## src/pms_params.svh

```systemverilog
// timing counts and field positions shared by both ends of the link
`ifndef PMS_PARAMS_SVH
`define PMS_PARAMS_SVH

// core clock and printed link clock periods
`define PMS_CLK_MHZ 32'h0000_0064
`define PMS_NS_PER_US 32'h0000_03E8
`define PMS_RXCLK_NS_10 32'h0000_0190
`define PMS_RXCLK_NS_100 32'h0000_0028
`define PMS_RXCLK_NS_1000 32'h0000_0008

// half-period counts in core cycles, floor of the exact figure
`define PMS_HALF_10 ((`PMS_RXCLK_NS_10 * `PMS_CLK_MHZ) / (2 * `PMS_NS_PER_US))
`define PMS_HALF_100 ((`PMS_RXCLK_NS_100 * `PMS_CLK_MHZ) / (2 * `PMS_NS_PER_US))
`define PMS_HALF_1000 ((`PMS_RXCLK_NS_1000 * `PMS_CLK_MHZ) / (2 * `PMS_NS_PER_US))
// edge finder needs two equal samples, so no half period may be shorter
`define PMS_MIN_HALF 32'h0000_0002
`define PMS_CNT_W 6

// sampler data layout
`define PMS_SMP_W 10
`define PMS_SMP_CTRL 8
`define PMS_SMP_ERR 9
`define PMS_SMP_COL 0
`define PMS_SMP_CRS 1

`endif

```

## src/pms_pkg.sv

```systemverilog
// types and helpers shared by both link ends
`default_nettype none
package pms_pkg;
`include "pms_params.svh"

   typedef enum logic [1:0] {PMS_MII, PMS_GMII, PMS_RGMII} pms_mode_t;
   typedef enum logic [1:0] {PMS_S10, PMS_S100, PMS_S1000} pms_speed_t;
   typedef enum logic {PMS_NIB_LO, PMS_NIB_HI} pms_nib_t;

   // sampler state: clock shift, filtered clock, data stages
   typedef struct packed {
      logic [2:0] clk_sh;
      logic clk_lvl;
      logic [`PMS_SMP_W-1:0] d1;
      logic [`PMS_SMP_W-1:0] d2;
      logic [`PMS_SMP_W-1:0] d3;
      logic [`PMS_SMP_W-1:0] d4;
      logic [`PMS_SMP_W-1:0] dlvl;
   } pms_smp_t;

   // device end state
   typedef struct packed {
      logic [`PMS_CNT_W-1:0] cnt;
      logic rclk;
      logic tclk;
      logic [7:0] rxd;
      logic rx_ctrl;
      logic rx_err;
      logic [7:0] byte_q;
      logic dv;
      logic er;
      pms_nib_t nib;
      logic take;
      logic col;
      logic crs;
      logic tx_en;
      logic tx_err;
   } pms_phy_t;

   // controller end state
   typedef struct packed {
      logic [`PMS_CNT_W-1:0] cnt;
      logic gtx;
      logic tx_ctrl;
      logic tx_en;
      logic tx_er;
      logic take;
      logic [3:0] rlo;
      logic rdv;
      logic rer;
      logic [3:0] plo;
      pms_nib_t nib;
      logic [7:0] data;
      logic valid;
      logic err;
      logic strobe;
      logic col;
      logic crs;
   } pms_mac_t;

   // half period of the link clock for a speed, in core cycles
   function automatic logic [`PMS_CNT_W-1:0] pms_half_count(
      input pms_speed_t sp);
      int c;
      case (sp)
         PMS_S10: c = `PMS_HALF_10;
         PMS_S100: c = `PMS_HALF_100;
         default: c = `PMS_HALF_1000;
      endcase
      if (c < `PMS_MIN_HALF) begin
         c = `PMS_MIN_HALF;
      end
      return `PMS_CNT_W'(c);
   endfunction : pms_half_count

   // nibble-wide data: MII always, RGMII below gigabit
   function automatic logic pms_nibble_mode(input pms_mode_t m,
      input pms_speed_t sp);
      return (m == PMS_MII) || (m == PMS_RGMII && sp != PMS_S1000);
   endfunction : pms_nibble_mode

endpackage : pms_pkg
`default_nettype wire

```

## src/pms_link_if.sv

```systemverilog
// pin bundle between the transceiver end and the controller end
`timescale 1ns/1ps
`default_nettype none
interface pms_link_if;
   logic rx_clk;
   logic [7:0] rxd;
   logic rx_ctrl;
   logic rx_err;
   logic col;
   logic crs;
   logic tx_clk;
   logic gtx_clk;
   logic tx_ctrl;

   modport phy (
      output rx_clk, rxd, rx_ctrl, rx_err, col, crs, tx_clk,
      input gtx_clk, tx_ctrl
   );

   modport mac (
      input rx_clk, rxd, rx_ctrl, rx_err, col, crs, tx_clk,
      output gtx_clk, tx_ctrl
   );
endinterface : pms_link_if
`default_nettype wire

```

## src/pms_edge_sampler.sv

```systemverilog
// three-stage pin sampler with clock edge finder and pre-edge data
`timescale 1ns/1ps
`default_nettype none
module pms_edge_sampler import pms_pkg::*; (
   // core
   input wire logic clk,
   input wire logic rst,
   // pins from another domain
   input wire logic link_clk,
   input wire logic [`PMS_SMP_W-1:0] link_data,
   // results
   output logic rise,
   output logic fall,
   output logic [`PMS_SMP_W-1:0] pre,
   output logic [`PMS_SMP_W-1:0] level
);
   pms_smp_t s;
   pms_smp_t next_s;
   logic agree;
   logic edge_seen;
   logic [`PMS_SMP_W-1:0] diff;

   // edge counts once second and third stage agree on a new level
   always_comb begin
      next_s = s;
      next_s.clk_sh = {s.clk_sh[1:0], link_clk};
      next_s.d1 = link_data;
      next_s.d2 = s.d1;
      next_s.d3 = s.d2;
      next_s.d4 = s.d3; // one sample older: value held before the edge
      agree = (s.clk_sh[1] == s.clk_sh[2]);
      edge_seen = agree && (s.clk_sh[2] != s.clk_lvl);
      if (edge_seen) begin
         next_s.clk_lvl = s.clk_sh[2];
      end
      diff = s.d2 ^ s.d3;
      next_s.dlvl = (s.d3 & ~diff) | (s.dlvl & diff);
   end

   always_ff @(posedge clk) begin
      if (rst) begin
         s <= '0;
      end else begin
         s <= next_s;
      end
   end

   // pulses are combinational; pre stays valid during the pulse
   assign rise = edge_seen && s.clk_sh[2];
   assign fall = edge_seen && !s.clk_sh[2];
   assign pre = s.d4;
   assign level = s.dlvl;
endmodule : pms_edge_sampler
`default_nettype wire

```

## src/pms_mac_end.sv

```systemverilog
// controller end: transmit clock and control, receive capture, COL/CRS
`timescale 1ns/1ps
`default_nettype none
module pms_mac_end import pms_pkg::*; (
   // core clock and reset
   input wire logic CLK,
   input wire logic RST,
   // operating mode
   input wire pms_mode_t MODE,
   input wire pms_speed_t SPEED,
   input wire logic FULL_DUPLEX,
   // transmit request
   input wire logic TX_VALID,
   input wire logic TX_ERROR,
   output logic TX_TAKE,
   // received bytes
   output logic [7:0] RX_DATA,
   output logic RX_VALID,
   output logic RX_ERROR,
   output logic RX_STROBE,
   // synchronised line status
   output logic COL,
   output logic CRS,
   // pins toward the transceiver
   pms_link_if.mac LINK
);
   pms_mac_t s;
   pms_mac_t next_s;
   logic tick;
   logic rgmii;
   logic nib_mode;
   logic launch_r;
   logic launch_f;
   logic ev;
   logic ev_dv;
   logic ev_er;
   logic [7:0] ev_byte;
   logic [3:0] ev_nib;
   logic r_rise;
   logic r_fall;
   logic c_fall;
   logic [`PMS_SMP_W-1:0] r_pre;
   logic [`PMS_SMP_W-1:0] r_data;
   logic [`PMS_SMP_W-1:0] cs_data;
   logic [`PMS_SMP_W-1:0] cs_lvl;

   assign r_data = {LINK.rx_err, LINK.rx_ctrl, LINK.rxd};
   assign cs_data = {{(`PMS_SMP_W-2){1'b0}}, LINK.crs, LINK.col};

   // receive pins, timed by the transceiver's clock
   pms_edge_sampler u_rx_smp (
      .clk(CLK),
      .rst(RST),
      .link_clk(LINK.rx_clk),
      .link_data(r_data),
      .rise(r_rise),
      .fall(r_fall),
      .pre(r_pre),
      .level()
   );

   // MII transmit clock edges
   pms_edge_sampler u_tc_smp (
      .clk(CLK),
      .rst(RST),
      .link_clk(LINK.tx_clk),
      .link_data('0),
      .rise(),
      .fall(c_fall),
      .pre(),
      .level()
   );

   // asynchronous status pins, level only
   pms_edge_sampler u_cs_smp (
      .clk(CLK),
      .rst(RST),
      .link_clk(1'b0),
      .link_data(cs_data),
      .rise(),
      .fall(),
      .pre(),
      .level(cs_lvl)
   );

   always_comb begin
      next_s = s;
      next_s.take = 1'b0;
      next_s.strobe = 1'b0;
      rgmii = (MODE == PMS_RGMII);
      nib_mode = pms_nibble_mode(MODE, SPEED);
      launch_r = 1'b0;
      launch_f = 1'b0;

      // free-running transmit clock divider
      tick = (s.cnt == '0);
      if (tick) begin
         next_s.cnt = pms_half_count(SPEED) - `PMS_CNT_W'(1);
      end else begin
         next_s.cnt = s.cnt - `PMS_CNT_W'(1);
      end
      if (MODE == PMS_MII) begin
         next_s.gtx = 1'b0;
         launch_r = c_fall;
      end else if (tick) begin
         next_s.gtx = !s.gtx;
         launch_r = s.gtx;
         launch_f = !s.gtx && rgmii;
      end
      if (launch_r) begin
         next_s.tx_en = TX_VALID;
         next_s.tx_er = TX_VALID && TX_ERROR;
         next_s.tx_ctrl = TX_VALID;
         next_s.take = TX_VALID;
      end
      if (launch_f) begin
         next_s.tx_ctrl = s.tx_en ^ s.tx_er;
      end

      // receive: rising sample holds low nibble and valid
      if (r_rise) begin
         next_s.rlo = r_pre[3:0];
         next_s.rdv = r_pre[`PMS_SMP_CTRL];
         next_s.rer = r_pre[`PMS_SMP_ERR];
      end
      if (rgmii) begin
         ev = r_fall;
         ev_dv = s.rdv;
         ev_er = s.rdv ^ r_pre[`PMS_SMP_CTRL];
         ev_byte = {r_pre[3:0], s.rlo};
         ev_nib = s.rlo;
      end else begin
         ev = r_rise;
         ev_dv = r_pre[`PMS_SMP_CTRL];
         ev_er = r_pre[`PMS_SMP_ERR];
         ev_byte = (MODE == PMS_GMII) ? r_pre[7:0] : {4'h0, r_pre[3:0]};
         ev_nib = r_pre[3:0];
      end
      if (ev) begin
         next_s.valid = ev_dv;
         next_s.err = ev_er;
         if (!nib_mode) begin
            next_s.data = ev_byte;
            next_s.strobe = ev_dv;
         end else if (!ev_dv) begin
            // odd nibble at frame end is dropped
            next_s.nib = PMS_NIB_LO;
         end else if (s.nib == PMS_NIB_LO) begin
            next_s.plo = ev_nib;
            next_s.nib = PMS_NIB_HI;
         end else begin
            next_s.data = {ev_nib, s.plo};
            next_s.strobe = 1'b1;
            next_s.nib = PMS_NIB_LO;
         end
      end

      // status pins are synchronised before use
      next_s.col = !rgmii && cs_lvl[`PMS_SMP_COL];
      next_s.crs = !rgmii && cs_lvl[`PMS_SMP_CRS]
         && !(FULL_DUPLEX && SPEED == PMS_S1000);
   end

   always_ff @(posedge CLK) begin
      if (RST) begin
         s <= '0;
      end else begin
         s <= next_s;
      end
   end

   assign LINK.gtx_clk = s.gtx;
   assign LINK.tx_ctrl = s.tx_ctrl;
   assign TX_TAKE = s.take;
   assign RX_DATA = s.data;
   assign RX_VALID = s.valid;
   assign RX_ERROR = s.err;
   assign RX_STROBE = s.strobe;
   assign COL = s.col;
   assign CRS = s.crs;
endmodule : pms_mac_end
`default_nettype wire

```

## src/flat_wrapper.sv

```systemverilog
// flat-port wrapper written by rule: the top's interface ports become plain ports
module pms_mac_end_flat import pms_pkg::*;
  (CLK, RST, MODE, SPEED, FULL_DUPLEX, TX_VALID, TX_ERROR, TX_TAKE, RX_DATA, RX_VALID, RX_ERROR, RX_STROBE, COL, CRS, LINK_rx_clk, LINK_rxd, LINK_rx_ctrl, LINK_rx_err, LINK_col, LINK_crs, LINK_tx_clk, LINK_gtx_clk, LINK_tx_ctrl);
  pms_link_if LINK_i ();
  input wire logic CLK;
  input wire logic RST;
  input wire pms_mode_t MODE;
  input wire pms_speed_t SPEED;
  input wire logic FULL_DUPLEX;
  input wire logic TX_VALID;
  input wire logic TX_ERROR;
  output logic TX_TAKE;
  output logic [7:0] RX_DATA;
  output logic RX_VALID;
  output logic RX_ERROR;
  output logic RX_STROBE;
  output logic COL;
  output logic CRS;
  input wire logic [$bits(LINK_i.rx_clk)-1:0] LINK_rx_clk;
  input wire logic [$bits(LINK_i.rxd)-1:0] LINK_rxd;
  input wire logic [$bits(LINK_i.rx_ctrl)-1:0] LINK_rx_ctrl;
  input wire logic [$bits(LINK_i.rx_err)-1:0] LINK_rx_err;
  input wire logic [$bits(LINK_i.col)-1:0] LINK_col;
  input wire logic [$bits(LINK_i.crs)-1:0] LINK_crs;
  input wire logic [$bits(LINK_i.tx_clk)-1:0] LINK_tx_clk;
  output wire logic [$bits(LINK_i.gtx_clk)-1:0] LINK_gtx_clk;
  output wire logic [$bits(LINK_i.tx_ctrl)-1:0] LINK_tx_ctrl;
  assign LINK_i.rx_clk = LINK_rx_clk;
  assign LINK_i.rxd = LINK_rxd;
  assign LINK_i.rx_ctrl = LINK_rx_ctrl;
  assign LINK_i.rx_err = LINK_rx_err;
  assign LINK_i.col = LINK_col;
  assign LINK_i.crs = LINK_crs;
  assign LINK_i.tx_clk = LINK_tx_clk;
  assign LINK_gtx_clk = LINK_i.gtx_clk;
  assign LINK_tx_ctrl = LINK_i.tx_ctrl;
  pms_mac_end u_core (.CLK(CLK), .RST(RST), .MODE(MODE), .SPEED(SPEED), .FULL_DUPLEX(FULL_DUPLEX), .TX_VALID(TX_VALID), .TX_ERROR(TX_ERROR), .TX_TAKE(TX_TAKE), .RX_DATA(RX_DATA), .RX_VALID(RX_VALID), .RX_ERROR(RX_ERROR), .RX_STROBE(RX_STROBE), .COL(COL), .CRS(CRS), .LINK(LINK_i));
endmodule
```

## config.mk

```make
export PLATFORM = sky130hd
export DESIGN_NAME = pms_mac_end_flat
export DESIGN_NICKNAME = d
export VERILOG_FILES = /design/src/pms_pkg.sv /design/src/pms_link_if.sv /design/src/pms_edge_sampler.sv /design/src/pms_mac_end.sv /design/src/flat_wrapper.sv
export VERILOG_INCLUDE_DIRS = /design/src /design/src/src
export SDC_FILE = /design/constraint.sdc
export NUM_CORES = 1
export LEC_CHECK = 0
export BUFFER_PORTS_ARGS = -buffer_cell sky130_fd_sc_hd__buf_2
export CORE_MARGIN = 3
export CORE_UTILIZATION = 30
export CTS_CLUSTER_SIZE = 28
export DETAILED_ROUTE_END_ITERATION = 10
export GPL_TIMING_DRIVEN = 0
export PLACE_DENSITY = 0.57
export SYNTH_ARGS = -nofsm -noshare
export SYNTH_HDL_FRONTEND = slang
export SYNTH_SLANG_ARGS = --single-unit
```

## constraint.sdc

```tcl
create_clock -name CLK -period 3.21 [get_ports CLK]
set_input_delay 0.4815 -clock CLK [delete_from_list [all_inputs] [get_ports CLK]]
set_output_delay 0.4815 -clock CLK [all_outputs]
set_load 0.02 [all_outputs]
```

==> impl_summary.md <==
Clocking
The clock reaches the later pin of the worst-skew pair after 0.36 ns. In this run, post-CTS hold repair placed 0 buffers. Counting every sink on the clock net gives 90. The post-CTS clock slew at the launch and capture registers of the worst setup and hold paths is 0.09 ns.

TritonCTS created 9 clock buffers. The clock tree root buffer cell is clkbuf_8. TritonCTS built the clock tree. The post-CTS repair timing setup buffer count is 0. The count of H-tree levels built during CTS is 3. Counting along the longest clock path gives a buffer depth of 2. The count of cells resized by post-cts repair is 0.

Cells and area
The count of nets after finishing is 416. The growth of design area from synthesis to finish is 16.6%. The number of antenna diodes is 0.

Once layout is complete, the utilization of the core stands at 36.7%. The sequential cells in the finished layout cover a total of 0.00180 mm². The layout cell share with drive strength beyond 1 is 19.4%.

The area taken by multi-input logic gates is 0.00132 mm². The finished layout cell area is 0.00387 mm². The filler-free cell count of the finished design is 533. The fill cell instance count of the final layout is 1103.

Place
The number of instances in the placed design is 517. The placer congestion estimate is 0.860. At the placement stage, the worst setup path has a slack of 0.932 ns. In this run the tool buffered the top-level ports with 38 buffer cells. The final HPWL from detailed placement is 4.51 mm. Once placement finished, the instance area stood at 0.00368 mm².

Synthesis
The number of nets handed over by synthesis was 367. The library cell with the highest instance count after synthesis is dfxtp_1. The count of cell types in the netlist is 46. After technology mapping, the gate count stands at 343.

After synthesis, flip-flops and latches occupy 54.2% of the total area. During synthesis, Yosys emitted a total of 0 warnings. Yosys attributes the largest share of cell area to dfxtp_1 (54%), nor2b_1 (11%), a21oi_1 (3.8%), nor2_1 (2.8%), o21ai_0 (2.7%).

The commonest cells after synthesis are dfxtp_1 (90), nor2b_1 (57), a21oi_1 (25), nor2_1 (25), o21ai_0 (18). Counting flops and latches in the post-synthesis netlist gives 90. The cell area that synthesis handed to floorplanning was 0.00332 mm².

The fraction of synthesized cell area taken by the top area cell type is 54.2%. The largest total area in the synthesized netlist belongs to dfxtp_1. The primary flip-flop cell chosen by synthesis mapping is dfxtp_1. In this run, synthesis inferred 0 flip-flops with an integrated enable. For this run, asynchronously set or reset flops after synthesis account for 0%. After synthesis, the mean cell area works out to 9.68 µm².

Global routing
Entering global routing, the biggest net connects 19 pins. In the global route stage, overall resource usage came out at 10.8%. Global routing finished with a remaining overflow of 0. The number of global-route vias before repair was 2376.

The first global-routing pass estimated 10.9 mm of wire. The number of antenna violations at the first check in global routing came to 0.

Floorplanning
In this run the core area contains 37 standard-cell rows. Pin placement for this block handled 39 I/O pins. The width of the die is 111 µm. The core outline area is 0.0106 mm².

The die outline area is 0.0124 mm². The die is 111 µm tall. For this configuration, the core starts out at a cell density of 31.5%.

STA
In this run the tightest slew margin relative to its limit is 49.2%. Adding up every negative setup slack in the final design gives 0 ns. The worst path uses 59.3% of the clock period. The setup violation total in the final timing report is 0. The slew at the pin with the worst max-slew slack is 0.758 ns. After layout, the worst setup slack is 1.31 ns. The worst path needs 1.90 ns of the cycle, external delays included.

The worst hold slack is 0.276 ns. Setup repair after global routing left no endpoint under its margin. The maximum operating frequency is 525 MHz. The final count of hold timing violations is 0.

Across the routed clock network, the largest skew measured is 0.00959 ns. The count of pins over their slew limit came to 0.

Worst hold path
The cell depth of the worst min-delay path is 2. In this run the worst hold path is classified as input port to register.

Power and ir drop
Of the total power, the share spent switching nets is 27.6%. The internal power summed over all cells is 1.57 mW. The power density over the cells is 558 mW/mm². In this run the static leakage power is 1.51 nW. The total power consumption of the routed design is 2.16 mW.

IR analysis of the VDD net gives a maximum drop of 0.193 mV. The power share of the sequential group is 55.4%. The switching power of the nets is 596 µW. In this run, the combinational gates consume 10.6% of the power. The proportion of power drawn by the clock network is 34.0%.

Worst setup path
The critical path buffer and inverter count is 4. Data on the critical path arrives at its endpoint at 2.16 ns. The family of cells with the greatest summed delay on the critical path is simple AND/OR/NAND/NOR gates. The largest driver fanout on the critical path is 7. STA classifies the critical path startpoint as an input port. For the worst flop-to-flop path, the logic depth is 7. The largest stage delay on the critical path is 0.42 ns.

The capturing element type of the critical path is a register. The kind of critical path is input port to register. Walking the worst path, the cells encountered are buf_2, and3b_1, buf_6, or2_1, buf_2, or4_4, buf_6, mux2_4.

Data on the critical path is required at its endpoint by 3.46 ns. On the critical path, the stage with the largest delay is an instance of or4_4. The total number of cells along the worst setup path is 8.

Routing
The via total after detailed routing is 2410. The detail route stage leaves a number of antenna-violating nets equal to 0. After the first detailed-routing iteration, the DRC count stood at 72. In the routed design, unresolved DRC markers number 0. Before antenna repair, the detailed router went through 4 iterations. The routed length per placed instance is 11.5 µm.

The wire length after detailed routing is 6.10 mm. In the routed layout, each cell is associated on average with a via count of 4.52.

Run
Across the run, the number of max-cap violations was 0.

Status
The run finished with clean final reports.
cell families after synthesis:
kind of cell,count (synthesis),synth area share [%]
AO/OA/AOI/OAI,71,13.1
XOR/XNOR,5,1.32
adder cells (fa/ha/maj),1,0.377
buffers and inverters,41,6.06
flip-flops,90,54.2
multiplexers,7,2.75
AND/OR/NAND/NOR,128,22.1
routing by layer:
| layer | global-route usage, % | vias up | wire length, µm |
|---|---|---|---|
| li1 | - | 1246 | - |
| met3 | 3.82 | 21 | 309 |
| met4 | 7.14 | 0 | 221 |
| met1 | 11.8 | 1089 | 2670 |
| met5 | 0 | - | 0 |
| met2 | 17.5 | 54 | 2900 |
power by group through the flow:
stage          registers, mW  clock network, mW  logic (mW)
6_report                1.20              0.736       0.229
5_1_grt                 1.21              0.820       0.262
4_1_cts                 1.20              0.770       0.232
3_5_place_dp            1.22                  0       0.230
3_3_place_gp            1.22                  0       0.226
2_1_floorplan           1.23                  0       0.161
area by class of cell:
| class | instances | area share, % |
|---|---|---|
| Tap cell | 136 | 4.39 |
| Inverter | 11 | 1.07 |
| Clock buffer | 9 | 3.20 |
| Multi-Input combinational cell | 212 | 34.1 |
| Clock inverter | 7 | 1.71 |
| Buffer | 30 | 4.14 |
| Timing Repair Buffer | 38 | 4.91 |
| Sequential cell | 90 | 46.5 |
placed cells by master (no fill, tap or decap), types with 5 or more instances in the layout:
| cell type | Yosys | routed |
|---|---|---|
| a21oi_1 | 25 | 25 |
| nor2b_1 | 57 | 57 |
| nand2b_1 | 6 | 6 |
| clkbuf_8 | 0 | 9 |
| nand3b_1 | 6 | 6 |
| nor2_1 | 25 | 25 |
| nand2_1 | 10 | 10 |
| o22ai_1 | 5 | 5 |
| dfxtp_1 | 90 | 90 |
| clkbuf_1 | 16 | 16 |
| nor3_1 | 6 | 6 |
| buf_4 | 8 | 8 |
| inv_1 | 11 | 11 |
| o21ai_0 | 18 | 18 |
| buf_2 | 2 | 40 |
worst paths after layout:
| kind | start | to | slack [ns] |
|---|---|---|---|
| worst min-delay path | FULL_DUPLEX | u_core.CRS | 0.28 |
| worst min register to register | u_core.u_rx_smp.next_s[28] | u_core.u_rx_smp.next_s[18] | 0.43 |
| worst max register to register | u_core.s[33] | u_core.s[33] | 1.33 |
| worst max-delay path | MODE[1] | u_core.s[17] | 1.31 |
worst register-to-register path: cells and delay by family, from the launching register on:
family	cells	cell delay [ns]
flops	1	0.35
compound gates	2	0.20
fa+ha+maj	1	0.24
simple gates	3	0.82
xor+xnor	1	0.15
state kept, by name, indices dropped and copies added (netlist names), named ones only:
name and flops:
u_core.u_rx_smp.next_s 32, u_core.RX_DATA 8, u_core.RX_VALID 1, u_core.u_rx_smp.pre 10
u_core.u_cs_smp.next_s 6, u_core.u_tc_smp.s 2, u_core.LINK.tx_ctrl 1, u_core.COL 1
u_core.CRS 1, u_core.TX_TAKE 1, u_core.u_tc_smp.next_s 2, u_core.LINK.gtx_clk 1
u_core.RX_STROBE 1, u_core.u_rx_smp.s 2, u_core.s 18, u_core.RX_ERROR 1
Power figures use the tool's default switching activity.
